--- src/logic/psrc_pkg.sv ---
// Purpose: constants and types for the peripheral software reset control block
// Assumes: apb slave, 32-bit data, one aligned word per register
// Notes:   reset control bits follow the capability masks given at the ports
package psrc_pkg;

  // ----------------------------------------
  // register map
  // ----------------------------------------
  localparam logic [31:0] PSRC_BASE_ADDR  = 32'h400FE000;
  localparam logic [11:0] PSRC_OFS_CTRL_A = 12'h040;
  localparam logic [11:0] PSRC_OFS_CTRL_B = 12'h044;
  localparam logic [31:0] PSRC_RST_CTRL_A = 32'h00000000;
  localparam logic [31:0] PSRC_RST_CTRL_B = 32'h00000000;

  // ----------------------------------------
  // field positions, register a
  // ----------------------------------------
  localparam int PSRC_A_CAN  = 24;
  localparam int PSRC_A_ADC  = 16;
  localparam int PSRC_A_HBRN = 6;
  localparam int PSRC_A_WDOG = 3;

  // ----------------------------------------
  // field positions, register b
  // ----------------------------------------
  localparam int PSRC_B_COMP = 24;
  localparam int PSRC_B_GPC2 = 18;
  localparam int PSRC_B_GPC1 = 17;
  localparam int PSRC_B_GPC0 = 16;
  localparam int PSRC_B_TWI  = 12;
  localparam int PSRC_B_SSER = 4;
  localparam int PSRC_B_ASER = 0;

  // implemented bits of each register
  localparam logic [31:0] PSRC_IMPL_A = 32'h01010048;
  localparam logic [31:0] PSRC_IMPL_B = 32'h01071011;

  // ----------------------------------------
  // types
  // ----------------------------------------
  typedef struct packed {
    logic [31:0] ctrl_a;
    logic [31:0] ctrl_b;
    logic [31:0] prdata;
  } psrc_state_t;

  typedef struct packed {
    logic controller_area_unit_reset;
    logic adc_unit_reset;
    logic hibernation_unit_reset;
    logic watchdog_unit_reset;
    logic comparator_unit_reset;
    logic gp_counter_two_reset;
    logic gp_counter_one_reset;
    logic gp_counter_zero_reset;
    logic two_wire_unit_reset;
    logic sync_serial_unit_reset;
    logic async_serial_unit_reset;
  } psrc_resets_t;

endpackage

--- src/logic/psrc_top.sv ---
// Purpose: two software reset control registers behind an apb slave
// Assumes: paddr is the full byte address; capability masks are static levels
// Notes:   zero wait states; unmapped addresses read zero and answer pslverr
//
// The APB register port was left to the implementer.
`timescale 1ns/1ps

module psrc_top (
  // clock and reset
  input  wire logic                  pclk,
  input  wire logic                  presetn,
  // apb slave
  input  wire logic                  psel,
  input  wire logic                  penable,
  input  wire logic                  pwrite,
  input  wire logic [31:0]           paddr,
  input  wire logic [31:0]           pwdata,
  input  wire logic [3:0]            pstrb,
  output logic      [31:0]           prdata,
  output logic                       pready,
  output logic                       pslverr,
  // capability masks
  input  wire logic [31:0]           capability_mask_one,
  input  wire logic [31:0]           capability_mask_two,
  // unit resets
  output psrc_pkg::psrc_resets_t     unit_resets
);

  // ----------------------------------------
  // state
  // ----------------------------------------
  psrc_pkg::psrc_state_t state_r;
  psrc_pkg::psrc_state_t state_nxt;

  logic        hit_a;
  logic        hit_b;
  logic        in_base;
  logic        acc;
  logic [31:0] wmask;
  logic [31:0] en_a;
  logic [31:0] en_b;

  // ----------------------------------------
  // decode
  // ----------------------------------------
  // upper address bits must match so aliases elsewhere do not hit
  assign in_base = (paddr[31:12] == psrc_pkg::PSRC_BASE_ADDR[31:12]);
  assign hit_a   = in_base && (paddr[11:0] == psrc_pkg::PSRC_OFS_CTRL_A);
  assign hit_b   = in_base && (paddr[11:0] == psrc_pkg::PSRC_OFS_CTRL_B);
  assign acc     = psel && penable;

  // byte strobes widened to a bit mask
  genvar g;
  generate
    for (g = 0; g < 4; g++) begin : g_strb
      assign wmask[8*g +: 8] = {8{pstrb[g]}};
    end
  endgenerate

  // capability and implemented bits both gate the write
  assign en_a = wmask & capability_mask_one & psrc_pkg::PSRC_IMPL_A;
  assign en_b = wmask & capability_mask_two & psrc_pkg::PSRC_IMPL_B;

  // ----------------------------------------
  // next state
  // ----------------------------------------
  always_comb begin
    state_nxt = state_r;
    if (acc && pwrite && hit_a) begin
      state_nxt.ctrl_a = (state_r.ctrl_a & ~en_a) | (pwdata & en_a);
    end
    if (acc && pwrite && hit_b) begin
      state_nxt.ctrl_b = (state_r.ctrl_b & ~en_b) | (pwdata & en_b);
    end
    if (psel && !penable && !pwrite) begin
      if (hit_a) begin
        state_nxt.prdata = state_r.ctrl_a;
      end else if (hit_b) begin
        state_nxt.prdata = state_r.ctrl_b;
      end else begin
        state_nxt.prdata = 32'h00000000;
      end
    end
  end

  always_ff @(posedge pclk or negedge presetn) begin
    if (!presetn) begin
      state_r.ctrl_a <= psrc_pkg::PSRC_RST_CTRL_A;
      state_r.ctrl_b <= psrc_pkg::PSRC_RST_CTRL_B;
      state_r.prdata <= 32'h00000000;
    end else begin
      state_r <= state_nxt;
    end
  end

  // ----------------------------------------
  // bus answer
  // ----------------------------------------
  // read data latched in setup, so a write in the same access is not seen
  assign prdata  = state_r.prdata;
  assign pready  = 1'b1;
  assign pslverr = acc && !(hit_a || hit_b);

  // ----------------------------------------
  // unit resets
  // ----------------------------------------
  assign unit_resets.controller_area_unit_reset =
    state_r.ctrl_a[psrc_pkg::PSRC_A_CAN];
  assign unit_resets.adc_unit_reset             =
    state_r.ctrl_a[psrc_pkg::PSRC_A_ADC];
  assign unit_resets.hibernation_unit_reset     =
    state_r.ctrl_a[psrc_pkg::PSRC_A_HBRN];
  assign unit_resets.watchdog_unit_reset        =
    state_r.ctrl_a[psrc_pkg::PSRC_A_WDOG];
  assign unit_resets.comparator_unit_reset      =
    state_r.ctrl_b[psrc_pkg::PSRC_B_COMP];
  assign unit_resets.gp_counter_two_reset       =
    state_r.ctrl_b[psrc_pkg::PSRC_B_GPC2];
  assign unit_resets.gp_counter_one_reset       =
    state_r.ctrl_b[psrc_pkg::PSRC_B_GPC1];
  assign unit_resets.gp_counter_zero_reset      =
    state_r.ctrl_b[psrc_pkg::PSRC_B_GPC0];
  assign unit_resets.two_wire_unit_reset        =
    state_r.ctrl_b[psrc_pkg::PSRC_B_TWI];
  assign unit_resets.sync_serial_unit_reset     =
    state_r.ctrl_b[psrc_pkg::PSRC_B_SSER];
  assign unit_resets.async_serial_unit_reset    =
    state_r.ctrl_b[psrc_pkg::PSRC_B_ASER];

  // ----------------------------------------
  // checks
  // ----------------------------------------
  property p_mask_a;
    @(posedge pclk) disable iff (!presetn)
      (acc && pwrite && hit_a)
        |=> ((state_r.ctrl_a & ~$past(en_a)) == ($past(state_r.ctrl_a) & ~$past(en_a)));
  endproperty
  a_mask_a: assert property (p_mask_a) else $error("masked bit of reg a changed");

  property p_mask_b;
    @(posedge pclk) disable iff (!presetn)
      (acc && pwrite && hit_b)
        |=> ((state_r.ctrl_b & ~$past(en_b)) == ($past(state_r.ctrl_b) & ~$past(en_b)));
  endproperty
  a_mask_b: assert property (p_mask_b) else $error("masked bit of reg b changed");

  property p_write_a;
    @(posedge pclk) disable iff (!presetn)
      (acc && pwrite && hit_a)
        |=> ((state_r.ctrl_a & $past(en_a)) == ($past(pwdata) & $past(en_a)));
  endproperty
  a_write_a: assert property (p_write_a) else $error("write to reg a lost");

  property p_can;
    @(posedge pclk) disable iff (!presetn)
      unit_resets.controller_area_unit_reset == state_r.ctrl_a[24];
  endproperty
  a_can: assert property (p_can) else $error("can reset not from bit 24");

  property p_wiring_a;
    @(posedge pclk) disable iff (!presetn)
      (unit_resets.hibernation_unit_reset == state_r.ctrl_a[6])
      && (unit_resets.watchdog_unit_reset == state_r.ctrl_a[3])
      && (unit_resets.adc_unit_reset == state_r.ctrl_a[16]);
  endproperty
  a_wiring_a: assert property (p_wiring_a) else $error("reg a unit reset wiring wrong");

  property p_timers;
    @(posedge pclk) disable iff (!presetn)
      {unit_resets.gp_counter_two_reset, unit_resets.gp_counter_one_reset,
       unit_resets.gp_counter_zero_reset} == state_r.ctrl_b[18:16];
  endproperty
  a_timers: assert property (p_timers) else $error("timer resets wrong");

  property p_serial;
    @(posedge pclk) disable iff (!presetn)
      (unit_resets.async_serial_unit_reset == state_r.ctrl_b[0])
      && (unit_resets.sync_serial_unit_reset == state_r.ctrl_b[4])
      && (unit_resets.two_wire_unit_reset == state_r.ctrl_b[12])
      && (unit_resets.comparator_unit_reset == state_r.ctrl_b[24]);
  endproperty
  a_serial: assert property (p_serial) else $error("reg b unit reset wiring wrong");

  property p_reserved;
    @(posedge pclk) disable iff (!presetn)
      ((state_r.ctrl_a & ~psrc_pkg::PSRC_IMPL_A) == 32'h00000000)
      && ((state_r.ctrl_b & ~psrc_pkg::PSRC_IMPL_B) == 32'h00000000);
  endproperty
  a_reserved: assert property (p_reserved) else $error("reserved bit set");

  property p_read_b;
    @(posedge pclk) disable iff (!presetn)
      (psel && !penable && !pwrite && hit_b) |=> (prdata == $past(state_r.ctrl_b));
  endproperty
  a_read_b: assert property (p_read_b) else $error("read of reg b wrong");

  property p_hold;
    @(posedge pclk) disable iff (!presetn)
      !(acc && pwrite) |=> $stable(state_r.ctrl_a) && $stable(state_r.ctrl_b);
  endproperty
  a_hold: assert property (p_hold) else $error("reset bit moved without write");

  // ----------------------------------------
  // bus, reset and release checks
  // ----------------------------------------
  property p_write_b;
    @(posedge pclk) disable iff (!presetn)
      (acc && pwrite && hit_b)
        |=> ((state_r.ctrl_b & $past(en_b)) == ($past(pwdata) & $past(en_b)));
  endproperty
  a_write_b: assert property (p_write_b) else $error("write to reg b lost");

  property p_read_a;
    @(posedge pclk) disable iff (!presetn)
      (psel && !penable && !pwrite && hit_a) |=> (prdata == $past(state_r.ctrl_a));
  endproperty
  a_read_a: assert property (p_read_a) else $error("read of reg a wrong");

  property p_read_none;
    @(posedge pclk) disable iff (!presetn)
      (psel && !penable && !pwrite && !hit_a && !hit_b) |=> (prdata == 32'h00000000);
  endproperty
  a_read_none: assert property (p_read_none) else $error("unmapped read not zero");

  property p_rdata_hold;
    @(posedge pclk) disable iff (!presetn)
      !(psel && !penable && !pwrite) |=> $stable(prdata);
  endproperty
  a_rdata_hold: assert property (p_rdata_hold) else $error("read data moved");

  property p_slverr;
    @(posedge pclk) disable iff (!presetn)
      acc |-> (pslverr == (
        (paddr != {psrc_pkg::PSRC_BASE_ADDR[31:12], psrc_pkg::PSRC_OFS_CTRL_A}) &&
        (paddr != {psrc_pkg::PSRC_BASE_ADDR[31:12], psrc_pkg::PSRC_OFS_CTRL_B})));
  endproperty
  a_slverr: assert property (p_slverr) else $error("error answer wrong");

  property p_unmapped_write;
    @(posedge pclk) disable iff (!presetn)
      (acc && pwrite && !hit_a && !hit_b)
        |=> ($stable(state_r.ctrl_a) && $stable(state_r.ctrl_b));
  endproperty
  a_unmapped_write: assert property (p_unmapped_write) else $error("unmapped write landed");

  property p_reset_a;
    @(posedge pclk) disable iff (!presetn)
      $rose(presetn) |-> (state_r.ctrl_a == 32'h00000000);
  endproperty
  a_reset_a: assert property (p_reset_a) else $error("reg a not clear after reset");

  property p_reset_b;
    @(posedge pclk) disable iff (!presetn)
      $rose(presetn) |-> ((state_r.ctrl_b == 32'h00000000)
                          && (unit_resets == 11'h000));
  endproperty
  a_reset_b: assert property (p_reset_b) else $error("reg b not clear after reset");

  // a bit may only rise where its capability bit allowed the write
  property p_rise_a;
    @(posedge pclk) disable iff (!presetn)
      ((state_r.ctrl_a & ~$past(state_r.ctrl_a) & ~$past(capability_mask_one))
       == 32'h00000000);
  endproperty
  a_rise_a: assert property (p_rise_a) else $error("reg a bit set without capability");

  property p_rise_b;
    @(posedge pclk) disable iff (!presetn)
      ((state_r.ctrl_b & ~$past(state_r.ctrl_b) & ~$past(capability_mask_two))
       == 32'h00000000);
  endproperty
  a_rise_b: assert property (p_rise_b) else $error("reg b bit set without capability");

  property p_unit_can;
    @(posedge pclk) disable iff (!presetn)
      (acc && pwrite && hit_a && en_a[psrc_pkg::PSRC_A_CAN])
        |=> (unit_resets.controller_area_unit_reset == $past(pwdata[psrc_pkg::PSRC_A_CAN]));
  endproperty
  a_unit_can: assert property (p_unit_can) else $error("can reset not following write");

  property p_unit_wdog;
    @(posedge pclk) disable iff (!presetn)
      (acc && pwrite && hit_a && en_a[psrc_pkg::PSRC_A_WDOG])
        |=> (unit_resets.watchdog_unit_reset == $past(pwdata[psrc_pkg::PSRC_A_WDOG]));
  endproperty
  a_unit_wdog: assert property (p_unit_wdog) else $error("watchdog reset not following");

  property p_unit_twi;
    @(posedge pclk) disable iff (!presetn)
      (acc && pwrite && hit_b && en_b[psrc_pkg::PSRC_B_TWI])
        |=> (unit_resets.two_wire_unit_reset == $past(pwdata[psrc_pkg::PSRC_B_TWI]));
  endproperty
  a_unit_twi: assert property (p_unit_twi) else $error("two-wire reset not following");

  property p_unit_aser;
    @(posedge pclk) disable iff (!presetn)
      (acc && pwrite && hit_b && en_b[psrc_pkg::PSRC_B_ASER])
        |=> (unit_resets.async_serial_unit_reset == $past(pwdata[psrc_pkg::PSRC_B_ASER]));
  endproperty
  a_unit_aser: assert property (p_unit_aser) else $error("serial reset not following");

endmodule

--- config.mk ---
export PLATFORM = sky130hd
export DESIGN_NAME = psrc_top
export DESIGN_NICKNAME = d
export VERILOG_FILES = /design/src/logic/psrc_pkg.sv /design/src/logic/psrc_top.sv
export SDC_FILE = /design/constraint.sdc
export NUM_CORES = 1
export LEC_CHECK = 0
export BUFFER_PORTS_ARGS = -buffer_cell sky130_fd_sc_hd__buf_2
export CELL_PAD_IN_SITES_DETAIL_PLACEMENT = 1
export CELL_PAD_IN_SITES_GLOBAL_PLACEMENT = 2
export CORE_AREA = 2 2 97 109
export DETAILED_ROUTE_END_ITERATION = 10
export DIE_AREA = 0 0 99 111
export PLACE_DENSITY = 0.86
export SLEW_MARGIN = 20
export SYNTH_ARGS = -nofsm -noshare
export SYNTH_HDL_FRONTEND = slang
export SYNTH_SLANG_ARGS = --single-unit
--- constraint.sdc ---
create_clock -name pclk -period 1.75 [get_ports pclk]
set_clock_uncertainty 0.2 [all_clocks]
set_input_delay 0.35 -clock pclk [delete_from_list [all_inputs] [get_ports pclk]]
set_output_delay 0.35 -clock pclk [all_outputs]
set_load 0.05 [all_outputs]
# Word-level counts from Yosys, hierarchy flattened
# Index checks and enable logic that the tools add are counted.
# totals
regBits,96
latch_bits,0
ramBits,0
mem_bits_ro,0
input_bits,137
output_inout_bits,45
elab_cells,31
mem_count,0
# op_classes
addsub,0
multipliers,0
n_div,0
n_lt_le_gt_ge,0
n_eq_ne,3
shifts,0
n_mux,2
bitwise_logic,10
n_reduce_logical,13
# ops
op,count
32-bit by 25-bit AND with 32-bit output,2
32-bit AND,2
32-bit 2-to-1 mux,2
25-bit inverter with 32-bit output,2
32-bit OR,2
25-bit AND,2
12-bit by 7-bit equality test with 1-bit output (second input constant),2
20-bit by 19-bit equality test with 1-bit output (second input constant),1
1-bit logical AND,9
1-bit zero test,3
1-bit logical OR,1

# Logic depth before layout (Yosys ltp)
# logic_depth
word_depth,5
ltp_mapped,5
ltp_nobuf,4

# Least setup slack after synthesis
# OpenSTA, ideal clock, no wires.
# synth_path
path_type,in2out
start,input paddr[1]
end,output pslverr
t_arrival_ns,1.371
setup_slack_ns,-0.171
stages,4
n_path_buf,1
cell_sequence,nor4b_1 > nand4_1 > buf_2 > o211a_1
# synth_between
elab_chain_len,5
# synth_rtl
item,line,text
"start, declared",psrc_top.sv:16,"input wire logic [31:0] paddr,"
12-bit by 7-bit equality test with 1-bit output (on tied branches),"psrc_top.sv:48, psrc_top.sv:49",
1-bit logical AND (on tied branches),"psrc_top.sv:48, psrc_top.sv:49",
1-bit logical OR (*),psrc_top.sv:102,assign pslverr = acc && !(hit_a || hit_b);
1-bit zero test (*),psrc_top.sv:102,
1-bit logical AND (*),psrc_top.sv:102,
"end, declared",psrc_top.sv:21,"output logic pslverr,"
# Mark *: on every way between the ends. The rest lies on a longest branch, timed or not.

# Worst setup path in the final report
# layout_path
start,input paddr[20]
end,output pslverr
# layout_between
elab_chain_len,5
# layout_rtl
item,line,text
20-bit by 19-bit equality test with 1-bit output (*),psrc_top.sv:47,assign in_base = (paddr[31:12] == psrc_pkg::PSRC_BASE_ADDR[31:12]);
1-bit logical AND (on tied branches),"psrc_top.sv:48, psrc_top.sv:49",
1-bit logical OR (*),psrc_top.sv:102,
1-bit zero test (*),psrc_top.sv:102,
1-bit logical AND (*),psrc_top.sv:102,
# Marked as above.

==> flow_summary_export.csv <==
group,metric,value,unit
synthesis,synth_top_area_share,39.80,%
hold_path,min_path_type,"input port to register",
setup_path,crit_path_cell_trace,"buf_6 -> nor4bb_4 -> nand4_1 -> buf_6 -> o211a_4 -> buf_8",
synthesis,synth_most_common_cell,"buf_4",
setup_path,crit_family,"buffers and inverters",
hold_path,min-delay-start,"pwdata[12]",
synthesis,synthCells,127,
clock_network,cts_tree,"done",
cells_and_area,nNetsFinal,360,
sta,hold_violations,0,
floorplanning,die_w,99,um
clock_network,path_clk_slew,0.06,ns
setup_path,crit_buf_inv,3,
drt,num_vias,1268,
synthesis,synthXorXnorAreaFrac,0,%
clock_network,clockBufferDepth,2,
synthesis,yosys-top-cells-area,"dfrtp_1, buf_4, mux2_2",
setup_path,rrSetupSlack,0.76,ns
synthesis,synth_edf_count,0,
cells_and_area,drive_above_1_share,63.51,%
synthesis,postSynthAreaPerCell,9.901,um^2
grt,grtUsageTotal,8.394,%
place,place.gp.congestion,0.6414,
pwr,ir_worst_vdd,0.4738,mV
synthesis,yosys.area.top_type,"dfrtp_1",
pwr,p_total,1262,uW
setup_path,worst-endpoint-required,1.20,ns
synthesis,synthesis.area,1257,um^2
sta,fin_crit,1.949,ns
floorplanning,die_h,111,um
cells_and_area,multi_input_area,829.5,um^2
cells_and_area,area_growth,78.61,%
setup_path,setup.worst_path.start_class,"input port",
clock_network,cts-root-buf,"clkbuf_16",
cells_and_area,num-fill-cells,1154,
synthesis,synth_cell_types,23,
cells_and_area,fin_area,2246,um^2
place,dp_hpwl,3771,um
grt,grt_pass1_vias,1392,
setup_path,critPathKind,"input port to output port",
grt,overflow,0,
pwr,leakagePower,0.001187,uW
drt,drtIter0Drc,47,
synthesis,yosys_warnings,0,
cells_and_area,seq_area,500.5,um^2
synthesis,yosys-top-cells-count,"buf_4, dfrtp_1, nand2_1",
clock_network,htreeDepth,1,
cells_and_area,fin_util,22.45,%
drt,viasPerCell,3.665,
synthesis,async_flop_share,100.0,%
setup_path,slowest_delay,0.26,ns
setup_path,reg2reg_depth,1,
drt,avgRoutedWirePerCell,13.86,um
drt,first_pass_iters,4,
grt,antenna_found_initial,0,
synthesis,synth.ff_latch_count,20,
floorplanning,rows,39,
synthesis,synthMuxAreaShare,11.44,%
drt,drc,0,
drt,drtAntennaViolNets,0,
job,cap_viol_max_count,0,
pwr,pwr_density_cell,561.9,nW/um^2
place,place_area,1823,um^2
synthesis,synth_adder_area_share,0,%
grt,grt_max_degree,21,
setup_path,endpoint_kind,"output port",
sta,setup_viol,21,
sta,min_period_over_period,111.4,%
sta,setup_slack,-0.1986,ns
floorplanning,initial_utilization,12.57,%
setup_path,critical_path_arrival,1.40,ns
grt,grt_pass1_wl,7176,um
synthesis,yosys.area_share.simple,24.18,%
clock_network,insertion_delay,0.25,ns
floorplanning,coreArea,10000,um^2
hold_path,worstHoldPathCells,2,
setup_path,path_max_fanout,3,
synthesis,synth_top_family_by_area,"simple AND/OR/NAND/NOR gates",
floorplanning,io_pins,182,
sta,maxSlewViolCount,0,
outcome,violations,"setup timing",
setup_path,crit_top_cell,"buf_6",
place,port-buffer-count,81,
setup_path,cp_slowest_cell,"nor4bb_4",
synthesis,yosysSeqAreaShare,39.80,%
sta,tightestPinTransition,0.5133,ns
clock_network,numCtsBuffers,3,
sta,relSlewSlack,65.78,%
clock_network,clock-sinks,20,
sta,rsz0062_at_grt,"true",
sta,max_freq,513.2,MHz
synthesis,synth-compound-area-share,7.065,%
outcome,status,"finished with violations",
floorplanning,die_area,10990,um^2
synthesis,synthFlopType,"dfrtp_1",
drt,wl,4794,um
[timing repair]
action	in CTS	in global routing
hold buffers	1	0
pin swaps	5	4
endpoints found under the setup margin	16	21
endpoints found under the hold margin	20	0
gates resized for setup	18	33
gates cloned	0	1
setup buffers	2	1
[layout by cell type (no fill, tap or decap), drive strengths merged]
cell type     n
nand2        15
nor3         12
mux2i         2
nand2b        2
nor4b         4
buf          97
and4b         1
mux2         11
nor4          1
nor2          1
nand4         9
and3          1
nor4bb        1
conb         24
dfrtp        20
dlygate4sd3   1
or3           1
diode         1
o21ai         9
o211a         1
nand4b        4
clkbuf        5
[area by class of cell]
type / count / area share [%]
well taps: 123 / 6.852
flip-flops and latches: 20 / 22.28
clock buffers: 4 / 3.955
diodes: 1 / 0.1114
multi-input cells: 99 / 36.94
repair buffers: 99 / 29.86
[stage by stage]
step                      cells  TNS (ns)  hold slack (ns)  setup WS, ns
final                       346    -2.090           0.1315       -0.1986
after global routing        345    -3.488           0.1342       -0.2327
after CTS                   343    -3.187           0.1266       -0.2066
after detailed placement    336    -6.547           0.1576       -0.3614
after global placement      336    -6.106           0.1477       -0.3381
after floorplan             149   -0.6076          -0.1456      -0.06089
[kinds of logic (layout without fill, tap and decap cells)]
kind of cell,count (synthesis),in the layout
multiplexers,13,13
other,2,25
buffers and inverters,30,103
AO/OA/AOI/OAI,10,10
AND/OR/NAND/NOR,52,52
flip-flops,20,20
[where the power goes]
group | total [uW] | internal (uW) | switching [uW]
Sequential | 462 | 462 | 0.000000110
Combinational | 278 | 94.6 | 183
Clock | 522 | 348 | 173
Total | 1260 | 905 | 357
[worst max-delay path by stage]
stage	end	slack, ns	cells after the start	from
floorplan	register	-0.06	5	paddr[24]
global placement	pslverr	-0.34	6	paddr[4]
detailed placement	register	-0.36	7	paddr[12]
CTS	pslverr	-0.21	6	paddr[20]
global route	pslverr	-0.23	6	paddr[20]
finish	pslverr	-0.20	6	paddr[20]
[routing by layer]
metal	global-route usage [%]	up-vias	part of all wire, %
met2	14.77	59	52
li1	-	602	-
met3	2.837	2	8.6
met5	0	-	0
met1	10.21	605	39
met4	0.8219	0	0.48
(Power assumes the default switching activity.)
